==> src/hw/gmh_pkg.sv <==
// shared constants for the instrument bus message handler
package gmh_pkg;

  // ----------------------------------------
  // clock and timing
  // ----------------------------------------
  localparam int CLK_PERIOD_NS = 20;
  localparam int IFC_MIN_NS = 100000;
  // least time rounds up
  localparam int IFC_CYCLES = (IFC_MIN_NS + CLK_PERIOD_NS - 1) / CLK_PERIOD_NS;
  localparam int POLL_WAIT_CYCLES = 16;

  // ----------------------------------------
  // bus command bytes (seven bits used)
  // ----------------------------------------
  localparam logic [7:0] CMD_GTL = 8'h01;
  localparam logic [7:0] CMD_SDC = 8'h04;
  localparam logic [7:0] CMD_PPC = 8'h05;
  localparam logic [7:0] CMD_GET = 8'h08;
  localparam logic [7:0] CMD_TCT = 8'h09;
  localparam logic [7:0] CMD_LLO = 8'h11;
  localparam logic [7:0] CMD_DCL = 8'h14;
  localparam logic [7:0] CMD_PPU = 8'h15;
  localparam logic [7:0] CMD_SPE = 8'h18;
  localparam logic [7:0] CMD_SPD = 8'h19;
  localparam logic [7:0] LISTEN_BASE = 8'h20;
  localparam logic [7:0] CMD_UNL = 8'h3f;
  localparam logic [7:0] TALK_BASE = 8'h40;
  localparam logic [7:0] CMD_UNT = 8'h5f;
  localparam logic [7:0] CMD_MASK = 8'h7f;
  localparam logic [7:0] GROUP_MASK = 8'h60;

  // ----------------------------------------
  // status byte layout
  // ----------------------------------------
  localparam int SB_RQS_BIT = 6;
  localparam int SB_REASON_W = 6;

  // ----------------------------------------
  // controller operations
  // ----------------------------------------
  localparam int OP_W = 4;
  localparam logic [3:0] OP_SEND_DATA = 4'h0;
  localparam logic [3:0] OP_TRIGGER = 4'h1;
  localparam logic [3:0] OP_CLR_ADDR = 4'h2;
  localparam logic [3:0] OP_CLR_ALL = 4'h3;
  localparam logic [3:0] OP_REMOTE = 4'h4;
  localparam logic [3:0] OP_LOCAL = 4'h5;
  localparam logic [3:0] OP_LOCKOUT = 4'h6;
  localparam logic [3:0] OP_REN_OFF = 4'h7;
  localparam logic [3:0] OP_SPOLL = 4'h8;
  localparam logic [3:0] OP_PASS = 4'h9;
  localparam logic [3:0] OP_ABORT = 4'ha;

  // step kinds of a controller sequence
  localparam logic [1:0] STEP_CMD = 2'h0;
  localparam logic [1:0] STEP_DATA = 2'h1;
  localparam logic [1:0] STEP_WAIT = 2'h2;
  localparam int SEQ_DEPTH = 4;

  // address byte from a group base and a five-bit bus address
  function automatic logic [7:0] addr_byte(input logic [7:0] base, input logic [4:0] a);
    return base | {3'h0, a};
  endfunction

endpackage

==> src/hw/gmh_bus_if.sv <==
// bus between the controller end and the instrument end
`timescale 1ns/1ps
interface gmh_bus_if;
  logic atn;
  logic ren;
  logic ifc;
  logic [7:0] ctl_dio;
  logic ctl_dav;
  logic [7:0] dev_dio;
  logic dev_dav;
  logic srq;

  modport ctl (
    output atn, ren, ifc, ctl_dio, ctl_dav,
    input dev_dio, dev_dav, srq
  );
  modport dev (
    input atn, ren, ifc, ctl_dio, ctl_dav,
    output dev_dio, dev_dav, srq
  );
endinterface

==> src/hw/gmh_controller.sv <==
// controller end: sequences bus messages for each operation requested while active, or for an abort
//
// What this block and the instrument end do together
// - address talker and listeners before data
// - addressed devices start trigger function together
// - assert REN before sending trigger
// - clear sent addressed or universal, command mode
// - only system controller sets remote via REN
// - REN then listen address puts device remote
// - local message returns listeners to panel
// - lockout blocks front panel local key
// - REN false ends lockout, all local
// - SRQ held until cause gone, polled or not
// - polled device returns eight-bit status byte
// - poll: command mode, enable, then talk address
// - SRQ released after poll if cause gone
// - poll ends with serial poll disable
// - no parallel poll answer, configuration ignored
// - pass control: talk address then take control
// - abort with interface clear regains control
`timescale 1ns/1ps
module gmh_controller #(
  parameter logic [4:0] CTL_ADDR = 5'h15,
  parameter int IFC_CYCLES = gmh_pkg::IFC_CYCLES,
  parameter int POLL_WAIT = gmh_pkg::POLL_WAIT_CYCLES
) (
  input wire logic i_clk, // system clock
  input wire logic i_reset_n, // async reset, active low
  gmh_bus_if.ctl bus, // bus to devices
  input wire logic [3:0] i_op, // operation code
  input wire logic [4:0] i_addr, // target bus address
  input wire logic [7:0] i_data, // data byte for send
  input wire logic i_op_valid, // operation offered
  output logic o_op_ready, // idle, operation may be taken
  output logic [7:0] o_rx_data, // byte from a device
  output logic o_rx_valid, // byte pulse
  output logic o_poll_timeout, // poll got no answer, pulse
  output logic o_active, // this end is active controller
  output logic o_srq // service request seen
);

  typedef enum logic [3:0] {
    CS_IDLE = 4'b0001,
    CS_IFC = 4'b0010,
    CS_SEND = 4'b0100,
    CS_WAIT = 4'b1000
  } gmh_cstate_e;

  localparam int CNT_W = 16;
  localparam int SEQ_N = gmh_pkg::SEQ_DEPTH;

  gmh_cstate_e state, next_state;
  logic [1:0] seq_kind [SEQ_N];
  logic [7:0] seq_byte [SEQ_N];
  logic [1:0] next_seq_kind [SEQ_N];
  logic [7:0] next_seq_byte [SEQ_N];
  logic [2:0] seq_len, next_seq_len, idx, next_idx;
  logic [CNT_W-1:0] cnt, next_cnt;
  logic atn, ren, ifc, dav, active, ready, rx_valid, tmo, srq;
  logic next_atn, next_ren, next_ifc, next_dav, next_active, next_rx_valid, next_tmo;
  logic [7:0] dio, next_dio, rx_data, next_rx_data;
  logic pass_pending, next_pass_pending;
  logic next_ready;

  // ----------------------------------------
  // next state
  // ----------------------------------------
  always_comb begin
    next_state = state;
    next_seq_kind = seq_kind;
    next_seq_byte = seq_byte;
    next_seq_len = seq_len;
    next_idx = idx;
    next_cnt = cnt;
    next_atn = atn;
    next_ren = ren;
    next_ifc = ifc;
    next_dav = 1'b0;
    next_dio = dio;
    next_active = active;
    next_pass_pending = pass_pending;
    next_rx_data = rx_data;
    next_rx_valid = 1'b0;
    next_tmo = 1'b0;
    if (bus.dev_dav) begin
      next_rx_data = bus.dev_dio;
      next_rx_valid = 1'b1;
    end
    case (state)
      CS_IDLE: begin
        if (i_op_valid && (active || i_op == gmh_pkg::OP_ABORT)) begin
          next_idx = 3'h0;
          next_seq_len = 3'h0;
          next_state = CS_SEND;
          for (int k = 0; k < SEQ_N; k++) begin
            next_seq_kind[k] = gmh_pkg::STEP_CMD;
            next_seq_byte[k] = gmh_pkg::CMD_UNL;
          end
          case (i_op)
            gmh_pkg::OP_SEND_DATA: begin
              next_seq_byte[0] = gmh_pkg::CMD_UNL;
              next_seq_byte[1] = gmh_pkg::addr_byte(gmh_pkg::TALK_BASE, CTL_ADDR);
              next_seq_byte[2] = gmh_pkg::addr_byte(gmh_pkg::LISTEN_BASE, i_addr);
              next_seq_kind[3] = gmh_pkg::STEP_DATA;
              next_seq_byte[3] = i_data;
              next_seq_len = 3'h4;
            end
            gmh_pkg::OP_TRIGGER: begin
              next_ren = 1'b1;
              next_seq_byte[0] = gmh_pkg::addr_byte(gmh_pkg::LISTEN_BASE, i_addr);
              next_seq_byte[1] = gmh_pkg::CMD_GET;
              next_seq_len = 3'h2;
            end
            gmh_pkg::OP_CLR_ADDR: begin
              next_seq_byte[0] = gmh_pkg::addr_byte(gmh_pkg::LISTEN_BASE, i_addr);
              next_seq_byte[1] = gmh_pkg::CMD_SDC;
              next_seq_len = 3'h2;
            end
            gmh_pkg::OP_CLR_ALL: begin
              next_seq_byte[0] = gmh_pkg::CMD_DCL;
              next_seq_len = 3'h1;
            end
            gmh_pkg::OP_REMOTE: begin
              next_ren = 1'b1;
              next_seq_byte[0] = gmh_pkg::addr_byte(gmh_pkg::LISTEN_BASE, i_addr);
              next_seq_len = 3'h1;
            end
            gmh_pkg::OP_LOCAL: begin
              next_seq_byte[0] = gmh_pkg::addr_byte(gmh_pkg::LISTEN_BASE, i_addr);
              next_seq_byte[1] = gmh_pkg::CMD_GTL;
              next_seq_len = 3'h2;
            end
            gmh_pkg::OP_LOCKOUT: begin
              next_seq_byte[0] = gmh_pkg::CMD_LLO;
              next_seq_len = 3'h1;
            end
            gmh_pkg::OP_REN_OFF: begin
              // dropping ren returns all to local
              next_ren = 1'b0;
              next_state = CS_IDLE;
            end
            gmh_pkg::OP_SPOLL: begin
              next_seq_byte[0] = gmh_pkg::CMD_SPE;
              next_seq_byte[1] = gmh_pkg::addr_byte(gmh_pkg::TALK_BASE, i_addr);
              next_seq_kind[2] = gmh_pkg::STEP_WAIT;
              next_seq_byte[3] = gmh_pkg::CMD_SPD;
              next_seq_len = 3'h4;
            end
            gmh_pkg::OP_PASS: begin
              next_seq_byte[0] = gmh_pkg::addr_byte(gmh_pkg::TALK_BASE, i_addr);
              next_seq_byte[1] = gmh_pkg::CMD_TCT;
              next_seq_len = 3'h2;
              next_pass_pending = 1'b1;
            end
            gmh_pkg::OP_ABORT: begin
              next_ifc = 1'b1;
              next_active = 1'b1;
              next_cnt = CNT_W'(IFC_CYCLES - 1);
              next_state = CS_IFC;
            end
            default: next_state = CS_IDLE;
          endcase
        end
      end
      CS_IFC: begin
        if (cnt == '0) begin
          next_ifc = 1'b0;
          next_state = CS_IDLE;
        end else begin
          next_cnt = cnt - 1'b1;
        end
      end
      CS_SEND: begin
        if (idx == seq_len) begin
          next_atn = 1'b0;
          if (pass_pending) begin
            next_active = 1'b0;
            next_pass_pending = 1'b0;
          end
          next_state = CS_IDLE;
        end else if (seq_kind[idx[1:0]] == gmh_pkg::STEP_WAIT) begin
          next_atn = 1'b0;
          next_cnt = CNT_W'(POLL_WAIT - 1);
          next_idx = idx + 3'h1;
          next_state = CS_WAIT;
        end else begin
          next_atn = (seq_kind[idx[1:0]] == gmh_pkg::STEP_CMD);
          next_dio = seq_byte[idx[1:0]];
          next_dav = 1'b1;
          next_idx = idx + 3'h1;
        end
      end
      CS_WAIT: begin
        if (bus.dev_dav) begin
          next_state = CS_SEND;
        end else if (cnt == '0) begin
          next_tmo = 1'b1;
          next_state = CS_SEND;
        end else begin
          next_cnt = cnt - 1'b1;
        end
      end
      default: next_state = CS_IDLE;
    endcase
    // one operation per idle visit
    next_ready = (next_state == CS_IDLE) && !(state == CS_IDLE && i_op_valid);
  end

  // ----------------------------------------
  // registers
  // ----------------------------------------
  always_ff @(posedge i_clk or negedge i_reset_n) begin
    if (!i_reset_n) begin
      state <= CS_IDLE;
      for (int k = 0; k < SEQ_N; k++) begin
        seq_kind[k] <= gmh_pkg::STEP_CMD;
        seq_byte[k] <= 8'h00;
      end
      seq_len <= 3'h0;
      idx <= 3'h0;
      cnt <= '0;
      atn <= 1'b0;
      ren <= 1'b0;
      ifc <= 1'b0;
      dav <= 1'b0;
      dio <= 8'h00;
      active <= 1'b1;
      pass_pending <= 1'b0;
      ready <= 1'b0;
      rx_data <= 8'h00;
      rx_valid <= 1'b0;
      tmo <= 1'b0;
      srq <= 1'b0;
    end else begin
      state <= next_state;
      seq_kind <= next_seq_kind;
      seq_byte <= next_seq_byte;
      seq_len <= next_seq_len;
      idx <= next_idx;
      cnt <= next_cnt;
      atn <= next_atn;
      ren <= next_ren;
      ifc <= next_ifc;
      dav <= next_dav;
      dio <= next_dio;
      active <= next_active;
      pass_pending <= next_pass_pending;
      ready <= next_ready;
      rx_data <= next_rx_data;
      rx_valid <= next_rx_valid;
      tmo <= next_tmo;
      srq <= bus.srq;
    end
  end

  assign bus.atn = atn;
  assign bus.ren = ren;
  assign bus.ifc = ifc;
  assign bus.ctl_dio = dio;
  assign bus.ctl_dav = dav;
  assign o_op_ready = ready;
  assign o_rx_data = rx_data;
  assign o_rx_valid = rx_valid;
  assign o_poll_timeout = tmo;
  assign o_active = active;
  assign o_srq = srq;

endmodule

==> src/flat_wrapper.sv <==
// flat-port wrapper written by rule: the top's interface ports become plain ports
module gmh_controller_flat 
#(
  parameter logic [4:0] CTL_ADDR = 5'h15,
  parameter int IFC_CYCLES = gmh_pkg::IFC_CYCLES,
  parameter int POLL_WAIT = gmh_pkg::POLL_WAIT_CYCLES
)
  (i_clk, i_reset_n, i_op, i_addr, i_data, i_op_valid, o_op_ready, o_rx_data, o_rx_valid, o_poll_timeout, o_active, o_srq, bus_atn, bus_ren, bus_ifc, bus_ctl_dio, bus_ctl_dav, bus_dev_dio, bus_dev_dav, bus_srq);
  gmh_bus_if bus_i ();
  input wire logic i_clk;
  input wire logic i_reset_n;
  input wire logic [3:0] i_op;
  input wire logic [4:0] i_addr;
  input wire logic [7:0] i_data;
  input wire logic i_op_valid;
  output logic o_op_ready;
  output logic [7:0] o_rx_data;
  output logic o_rx_valid;
  output logic o_poll_timeout;
  output logic o_active;
  output logic o_srq;
  output wire logic [$bits(bus_i.atn)-1:0] bus_atn;
  output wire logic [$bits(bus_i.ren)-1:0] bus_ren;
  output wire logic [$bits(bus_i.ifc)-1:0] bus_ifc;
  output wire logic [$bits(bus_i.ctl_dio)-1:0] bus_ctl_dio;
  output wire logic [$bits(bus_i.ctl_dav)-1:0] bus_ctl_dav;
  input wire logic [$bits(bus_i.dev_dio)-1:0] bus_dev_dio;
  input wire logic [$bits(bus_i.dev_dav)-1:0] bus_dev_dav;
  input wire logic [$bits(bus_i.srq)-1:0] bus_srq;
  assign bus_atn = bus_i.atn;
  assign bus_ren = bus_i.ren;
  assign bus_ifc = bus_i.ifc;
  assign bus_ctl_dio = bus_i.ctl_dio;
  assign bus_ctl_dav = bus_i.ctl_dav;
  assign bus_i.dev_dio = bus_dev_dio;
  assign bus_i.dev_dav = bus_dev_dav;
  assign bus_i.srq = bus_srq;
  gmh_controller #(.CTL_ADDR(CTL_ADDR), .IFC_CYCLES(IFC_CYCLES), .POLL_WAIT(POLL_WAIT)) u_core (.i_clk(i_clk), .i_reset_n(i_reset_n), .bus(bus_i), .i_op(i_op), .i_addr(i_addr), .i_data(i_data), .i_op_valid(i_op_valid), .o_op_ready(o_op_ready), .o_rx_data(o_rx_data), .o_rx_valid(o_rx_valid), .o_poll_timeout(o_poll_timeout), .o_active(o_active), .o_srq(o_srq));
endmodule
==> config.mk <==
export PLATFORM = sky130hd
export DESIGN_NAME = gmh_controller_flat
export DESIGN_NICKNAME = d
export VERILOG_FILES = /design/src/hw/gmh_pkg.sv /design/src/hw/gmh_bus_if.sv /design/src/hw/gmh_controller.sv /design/src/flat_wrapper.sv
export SDC_FILE = /design/constraint.sdc
export NUM_CORES = 1
export LEC_CHECK = 0
export BUFFER_PORTS_ARGS = -buffer_cell sky130_fd_sc_hd__buf_2
export CAP_MARGIN = 40
export CORE_UTILIZATION = 40
export CTS_CLUSTER_DIAMETER = 150
export CTS_CLUSTER_SIZE = 14
export DETAILED_ROUTE_END_ITERATION = 8
export PLACE_DENSITY_LB_ADDON = 0.05
export SYNTH_ARGS = -nofsm -noshare
export SYNTH_HDL_FRONTEND = slang
export SYNTH_SLANG_ARGS = --single-unit
==> constraint.sdc <==
create_clock -name i_clk -period 3.8 [get_ports i_clk]
set_clock_uncertainty 0.1 [all_clocks]
set_input_delay 0.38 -clock i_clk [delete_from_list [all_inputs] [get_ports i_clk]]
set_output_delay 0.38 -clock i_clk [all_outputs]
set_load 0.03 [all_outputs]
After elaboration in Yosys (flattened, before gate mapping)
Index checks and enable logic that the tools add are counted.
{"block": "totals", "mem_bits_ro": 0, "latchBits": 0, "elab_cells": 132, "out_inout_bits": 25, "mem_bits_rw": 0, "inputBits": 30, "mem_count": 0, "reg_bits": 88}
{"block": "classes", "n_addsub": 2, "muxes": 52, "n_reduce_logical": 26, "n_shift": 0, "n_div": 0, "n_eq_ne": 26, "n_mul": 0, "n_bitwise": 3, "n_lt_le_gt_ge": 1}
{"cell": "$mux 16", "n": 6}
{"cell": "$pmux 16 s4", "n": 1}
{"cell": "$pmux 7 s6", "n": 1}
{"cell": "$pmux 7 s5", "n": 1}
{"cell": "$mux 4", "n": 6}
{"cell": "$eq 4x3->1 const B", "n": 5}
{"cell": "$mux 1", "n": 18}
{"cell": "$bmux 8 s2", "n": 1}
{"cell": "$eq 4x4->1 const B", "n": 4}
{"cell": "$logic_not 16->1", "n": 1}
{"cell": "$mux 8", "n": 2}
{"cell": "$pmux 4 s4", "n": 1}
{"cell": "$pmux 8 s2", "n": 1}
{"cell": "$sub 16x1->16 const B", "n": 1}
{"cell": "$eq 4x1->1 const B", "n": 3}
{"cell": "$eq 4x2->1 const B", "n": 3}
{"cell": "$ne 2x1->1 const B", "n": 6}
{"cell": "$pmux 3 s2", "n": 2}
{"cell": "$pmux 3 s3", "n": 1}
{"cell": "$reduce_and 3->1", "n": 3}
{"cell": "$reduce_or 9->1", "n": 1}
{"cell": "$pmux 1 s2", "n": 4}
{"cell": "$reduce_and 4->1", "n": 2}
{"cell": "$reduce_or 4->1", "n": 2}
{"cell": "23 further kinds", "n": 34}

Longest topological paths before layout
{"block": "depth", "ltp_word": 10, "depth_mapped": 8, "mapped_depth_nobuf": 7}

Worst setup path after synthesis
Ideal clock, no wire load.
{"block": "synth_timing", "path_type": "reg-to-reg", "from": "reg u_core.state[1]", "to": "reg u_core.cnt[1]", "arrival_time_ns": 2.065, "path_stages_with_launch": 7, "synth_period_minus_slack_ns": 2.289, "setup_slack_ns": 1.511, "t_required_ns": 3.575, "cell_sequence": "dfrtp_1 buf_4 nor4b_4 and4_1 a2111oi_4 nor2_2 mux2_2"}
{"block": "synth_via", "elab_chain_len": 3}
{"item": "start, declared", "line": "gmh_controller.sv:52", "rtl": "gmh_cstate_e state, next_state;"}
{"item": "start signal, assigned", "line": "gmh_controller.sv:235", "rtl": "state <= next_state;"}
{"item": "$eq 4x3->1 (tied with other cells)", "line": "gmh_controller.sv:89", "rtl": "case (state)"}
{"item": "$ne 2x2->1 (no line) (tied with other cells)"}
{"item": "$reduce_and 6->1 (no line)"}
{"item": "end signal, assigned", "line": "gmh_controller.sv:240", "rtl": "cnt <= next_cnt;"}
{"item": "end, declared", "line": "gmh_controller.sv:58", "rtl": "logic [CNT_W-1:0] cnt, next_cnt;"}
Parallel ways exist; a longest one is shown, timed or not.
A chain may end at the register's enable or synchronous reset.

Final worst setup path
Ends and elaborated chain as after synthesis.

==> results.md <==
- Status: complete, no violations
- Post-Syn Area: 0.004174 sq mm
- Nets@finish: 490
- Syn Area/Cell: 10.13 sq um
- Comb power frac: 0.321
- TNS Setup: 0 ns
- Largest family of logic cells by synthesized area: simple AND/OR/NAND/NOR gates
- Tightest Pin Transition: 0.6226 ns
- Clock power frac: 0.213
- Ant. Diodes: 0
- Max VDD drop: 0.2689 mV
- Postcts setup bufs: 0
- Total track usage: 0.1921
- Vias in the first global route: 3143
- Clock buffer count from CTS: 9
- Worst-path fanout max: 14
- Seq pwr share: 0.466
- Top_reg_cell synth: dfrtp_1
- Post-synthesis cell count: 412
- Detail Route Antenna Nets: 0
- Synthesis-to-finish area growth: 13.25%
- First-pass GRT wire length: 16.29 mm
- Rel. slew slack: 0.5817
- Switching Share: 0.3562
- Sw Pwr: 0.9154 mW
- Mux contribution to synthesized area: 0.08333
- Iter 0 DRT Violations: 122
- Clock Tree Buf Depth: 2
- Hpwl dp: 6.650 mm
- Die Y: 104.2 microns
- Ports: 55
- Synth Register Bits: 82
- CP arrival: 2.90 ns
- Net Count, Synth: 445
- Final worst setup slack: 1.046 ns
- Antenna violations before repair: 0
- Crit path capture type: flip-flop
- Synth Warn #: 0
- Post_cts resized: 0
- Post-synthesis adder-cell area fraction: 0.008993
- Final Cycle Share: 0.7247
- Placed Area: 0.004548 sq mm
- Skew-Pair Late Insertion Delay: 0.36 ns
- RSZ-0062 raised after global routing: false
- Initial DRT Pass Iterations: 5
- Post-synth EDFFs: 0
- CTS H-tree lvls: 3
- Hold Slack: 0.1271 ns
- Crit path kind: flip-flop to flip-flop
- Drt via density: 5.447
- Routability-driven placement congestion ratio: 0.8100
- Port Buf Inserts: 54
- # DRC: 0
- Max cap viols: 0
- Final Critical Period: 2.754 ns
- Die Area: 0.01085 sq mm
- Fin. max-slew vios: 0
- Pwr/cell area: 543.7 mW/mm^2
- Initial Util: 0.4193
- Row Count: 36
- XOR/XNOR share of the synthesized area: 0.02728
- Fillers: 946
- Compound-cell area share of the yosys netlist: 0.1664
- DP Cell Count: 577
- Highest Clock Rate: 363.1 MHz
- Pre-CTS setup slack: 1.080 ns
- Die width: 104.2 microns
- Distinct cell type count after synthesis: 58
- Simple-gate share of the synthesized area: 0.1790
- Asr flop ratio synth: 1.000
- Remaining global-route overflow: 0
- Final setup violation count: 0
- Endpoints failing hold: 0
- Filler-free cell count of the finished design: 593
- CORE AREA: 0.009955 sq mm
- Vias: 3230
- Type of the worst min-delay path: primary input to flip-flop
- Wirelength, routed: 9.675 mm
- Drt wl/cell: 16.32 microns
- Internal power: 1.655 mW
- Leak Pwr: 2.076 nW
- Clk root buf: clkbuf_8
- Share of layout cells above drive strength 1: 0.2413
- Design Area, Final: 0.004727 sq mm
- CTS tree: done
- Reg clk slew, reported paths: 0.08 ns
- Critical Path Source Type: flip-flop
- Req. time, crit path: 3.94 ns
- Sequential fraction of the synthesis area: 0.4922
- CTS sink cnt: 82
- Largest net degree at the start of global routing: 40
worst max-delay path, stage by stage, from the launching register on:
cell and delay [ns]:
dfrtp_1 0.52, nor4b_4 0.64, and4_1 0.44, a2111oi_4 0.05
buf_4 0.22, nor2_2 0.30, mux2_2 0.37
cell type report:
cell class	count	area [sq um]	share of cell area
Sequential cell	82	2054	0.4346
Tap cell	133	166.4	0.03520
Timing Repair Buffer	63	357.8	0.07570
Clock buffer	11	141.4	0.02991
Multi-Input combinational cell	288	1941	0.4105
Inverter	13	48.80	0.01032
Clock inverter	3	17.52	0.003706
power groups by stage:
stage               registers [mW]  clock network [mW]  logic, mW
floorplan                     1.30                   0      0.497
global placement              1.21                   0      0.820
detailed placement            1.22                   0      0.831
CTS                           1.20               0.570      0.835
global route                  1.23               0.614      0.908
finish                        1.20               0.548      0.824
flip-flops by register name (all words and copies together) (netlist names), 2 cells and up:
register and flops:
u_core.o_rx_data 8, u_core.seq_len 3, u_core.seq_byte 28, u_core.state 4, u_core.seq_kind 2, u_core.idx 3
u_core.bus.ctl_dio 8, u_core.cnt 16
placed cells by master (no fill, tap or decap), types with 5 or more instances in the layout:
cell / instances
dfrtp_1: 80
buf_2: 53
nor2_1: 39
nand2_1: 35
a21oi_1: 25
o21ai_0: 23
mux2_2: 18
inv_1: 13
a31oi_1: 12
clkbuf_8: 10
nand3_1: 9
o22ai_1: 8
xor2_1: 8
nor3_1: 7
nor4_1: 7
o22a_1: 7
buf_4: 7
nand4_1: 6
nand2b_1: 6
mux4_2: 6
xnor2_1: 5
a22o_1: 5
per-stage QoR:
step	total power, mW	utilization
finish	2.570	0.4749
floorplan	1.802	-
CTS	2.605	0.4749
detailed placement	2.047	0.4569
global placement	2.031	0.4549
global route	2.749	0.4749
what timing repair did:
action,in CTS,in global routing
endpoints found under the setup margin,0,0
hold buffers,2,0
endpoints found under the hold margin,31,0
Yosys cell counts, types with 2 or more instances:
library cell,n,area [sq um]
dfrtp_1,80,2002
nor2_1,39,146.4
nand2_1,35,131.4
a21oi_1,25,125.1
o21ai_0,23,115.1
clkbuf_1,20,75.07
mux2_2,18,202.7
inv_1,13,48.80
a31oi_1,12,75.07
nand3_1,9,45.04
o22ai_1,8,50.05
xor2_1,8,70.07
nor3_1,7,35.03
nor4_1,7,43.79
o22a_1,7,61.31
mux4_2,6,135.1
nand2b_1,6,37.54
nand4_1,6,37.54
a22o_1,5,43.79
xnor2_1,5,43.79
a21o_1,4,30.03
a2bb2oi_1,4,35.03
buf_1,4,15.01
nand3b_1,4,30.03
nor2b_1,4,25.02
or3_1,4,25.02
and2_1,3,18.77
ha_1,3,37.54
o31ai_1,3,22.52
or2_2,3,18.77
a211oi_1,2,15.01
a21boi_0,2,15.01
buf_2,2,10.01
buf_6,2,22.52
dfstp_2,2,52.55
nor2_2,2,12.51
nor4b_1,2,17.52
nor4b_4,2,47.55
or4_1,2,15.01
worst paths after layout:
path	startpoint	end	slack, ns	depth (start not counted)
setup / recovery	u_core.state[1]	u_core.cnt[1]	1.05	6
hold / removal	i_data[4]	u_core.seq_byte[4]	0.13	2
setup reg to reg	u_core.state[1]	u_core.cnt[1]	1.05	6
hold reg to reg	u_core.seq_byte[13]	u_core.seq_byte[13]	0.37	1
max in group asynchronous	i_reset_n	u_core.seq_byte[29]	2.41	4
min in group asynchronous	i_reset_n	u_core.cnt[5]	0.41	2
cell families (layout without fill, tap and decap cells):
family / after synthesis / in the layout
buffers and inverters: 42 / 90
adder cells (fa/ha/maj): 3 / 3
XOR/XNOR: 13 / 13
multiplexers: 25 / 25
AND/OR/NAND/NOR: 142 / 142
flip-flops: 82 / 82
AO/OA/AOI/OAI: 105 / 105
per-layer routing:
layer | vias to the layer above | share of wire | global-route usage
met5 | - | 0 | 0
met4 | 0 | 0.0063 | 0.05000
met3 | 6 | 0.041 | 0.05388
met1 | 1557 | 0.47 | 0.2577
met2 | 87 | 0.48 | 0.3057
li1 | 1580 | - | -
Note: power is estimated with default switching activity, not from simulation.
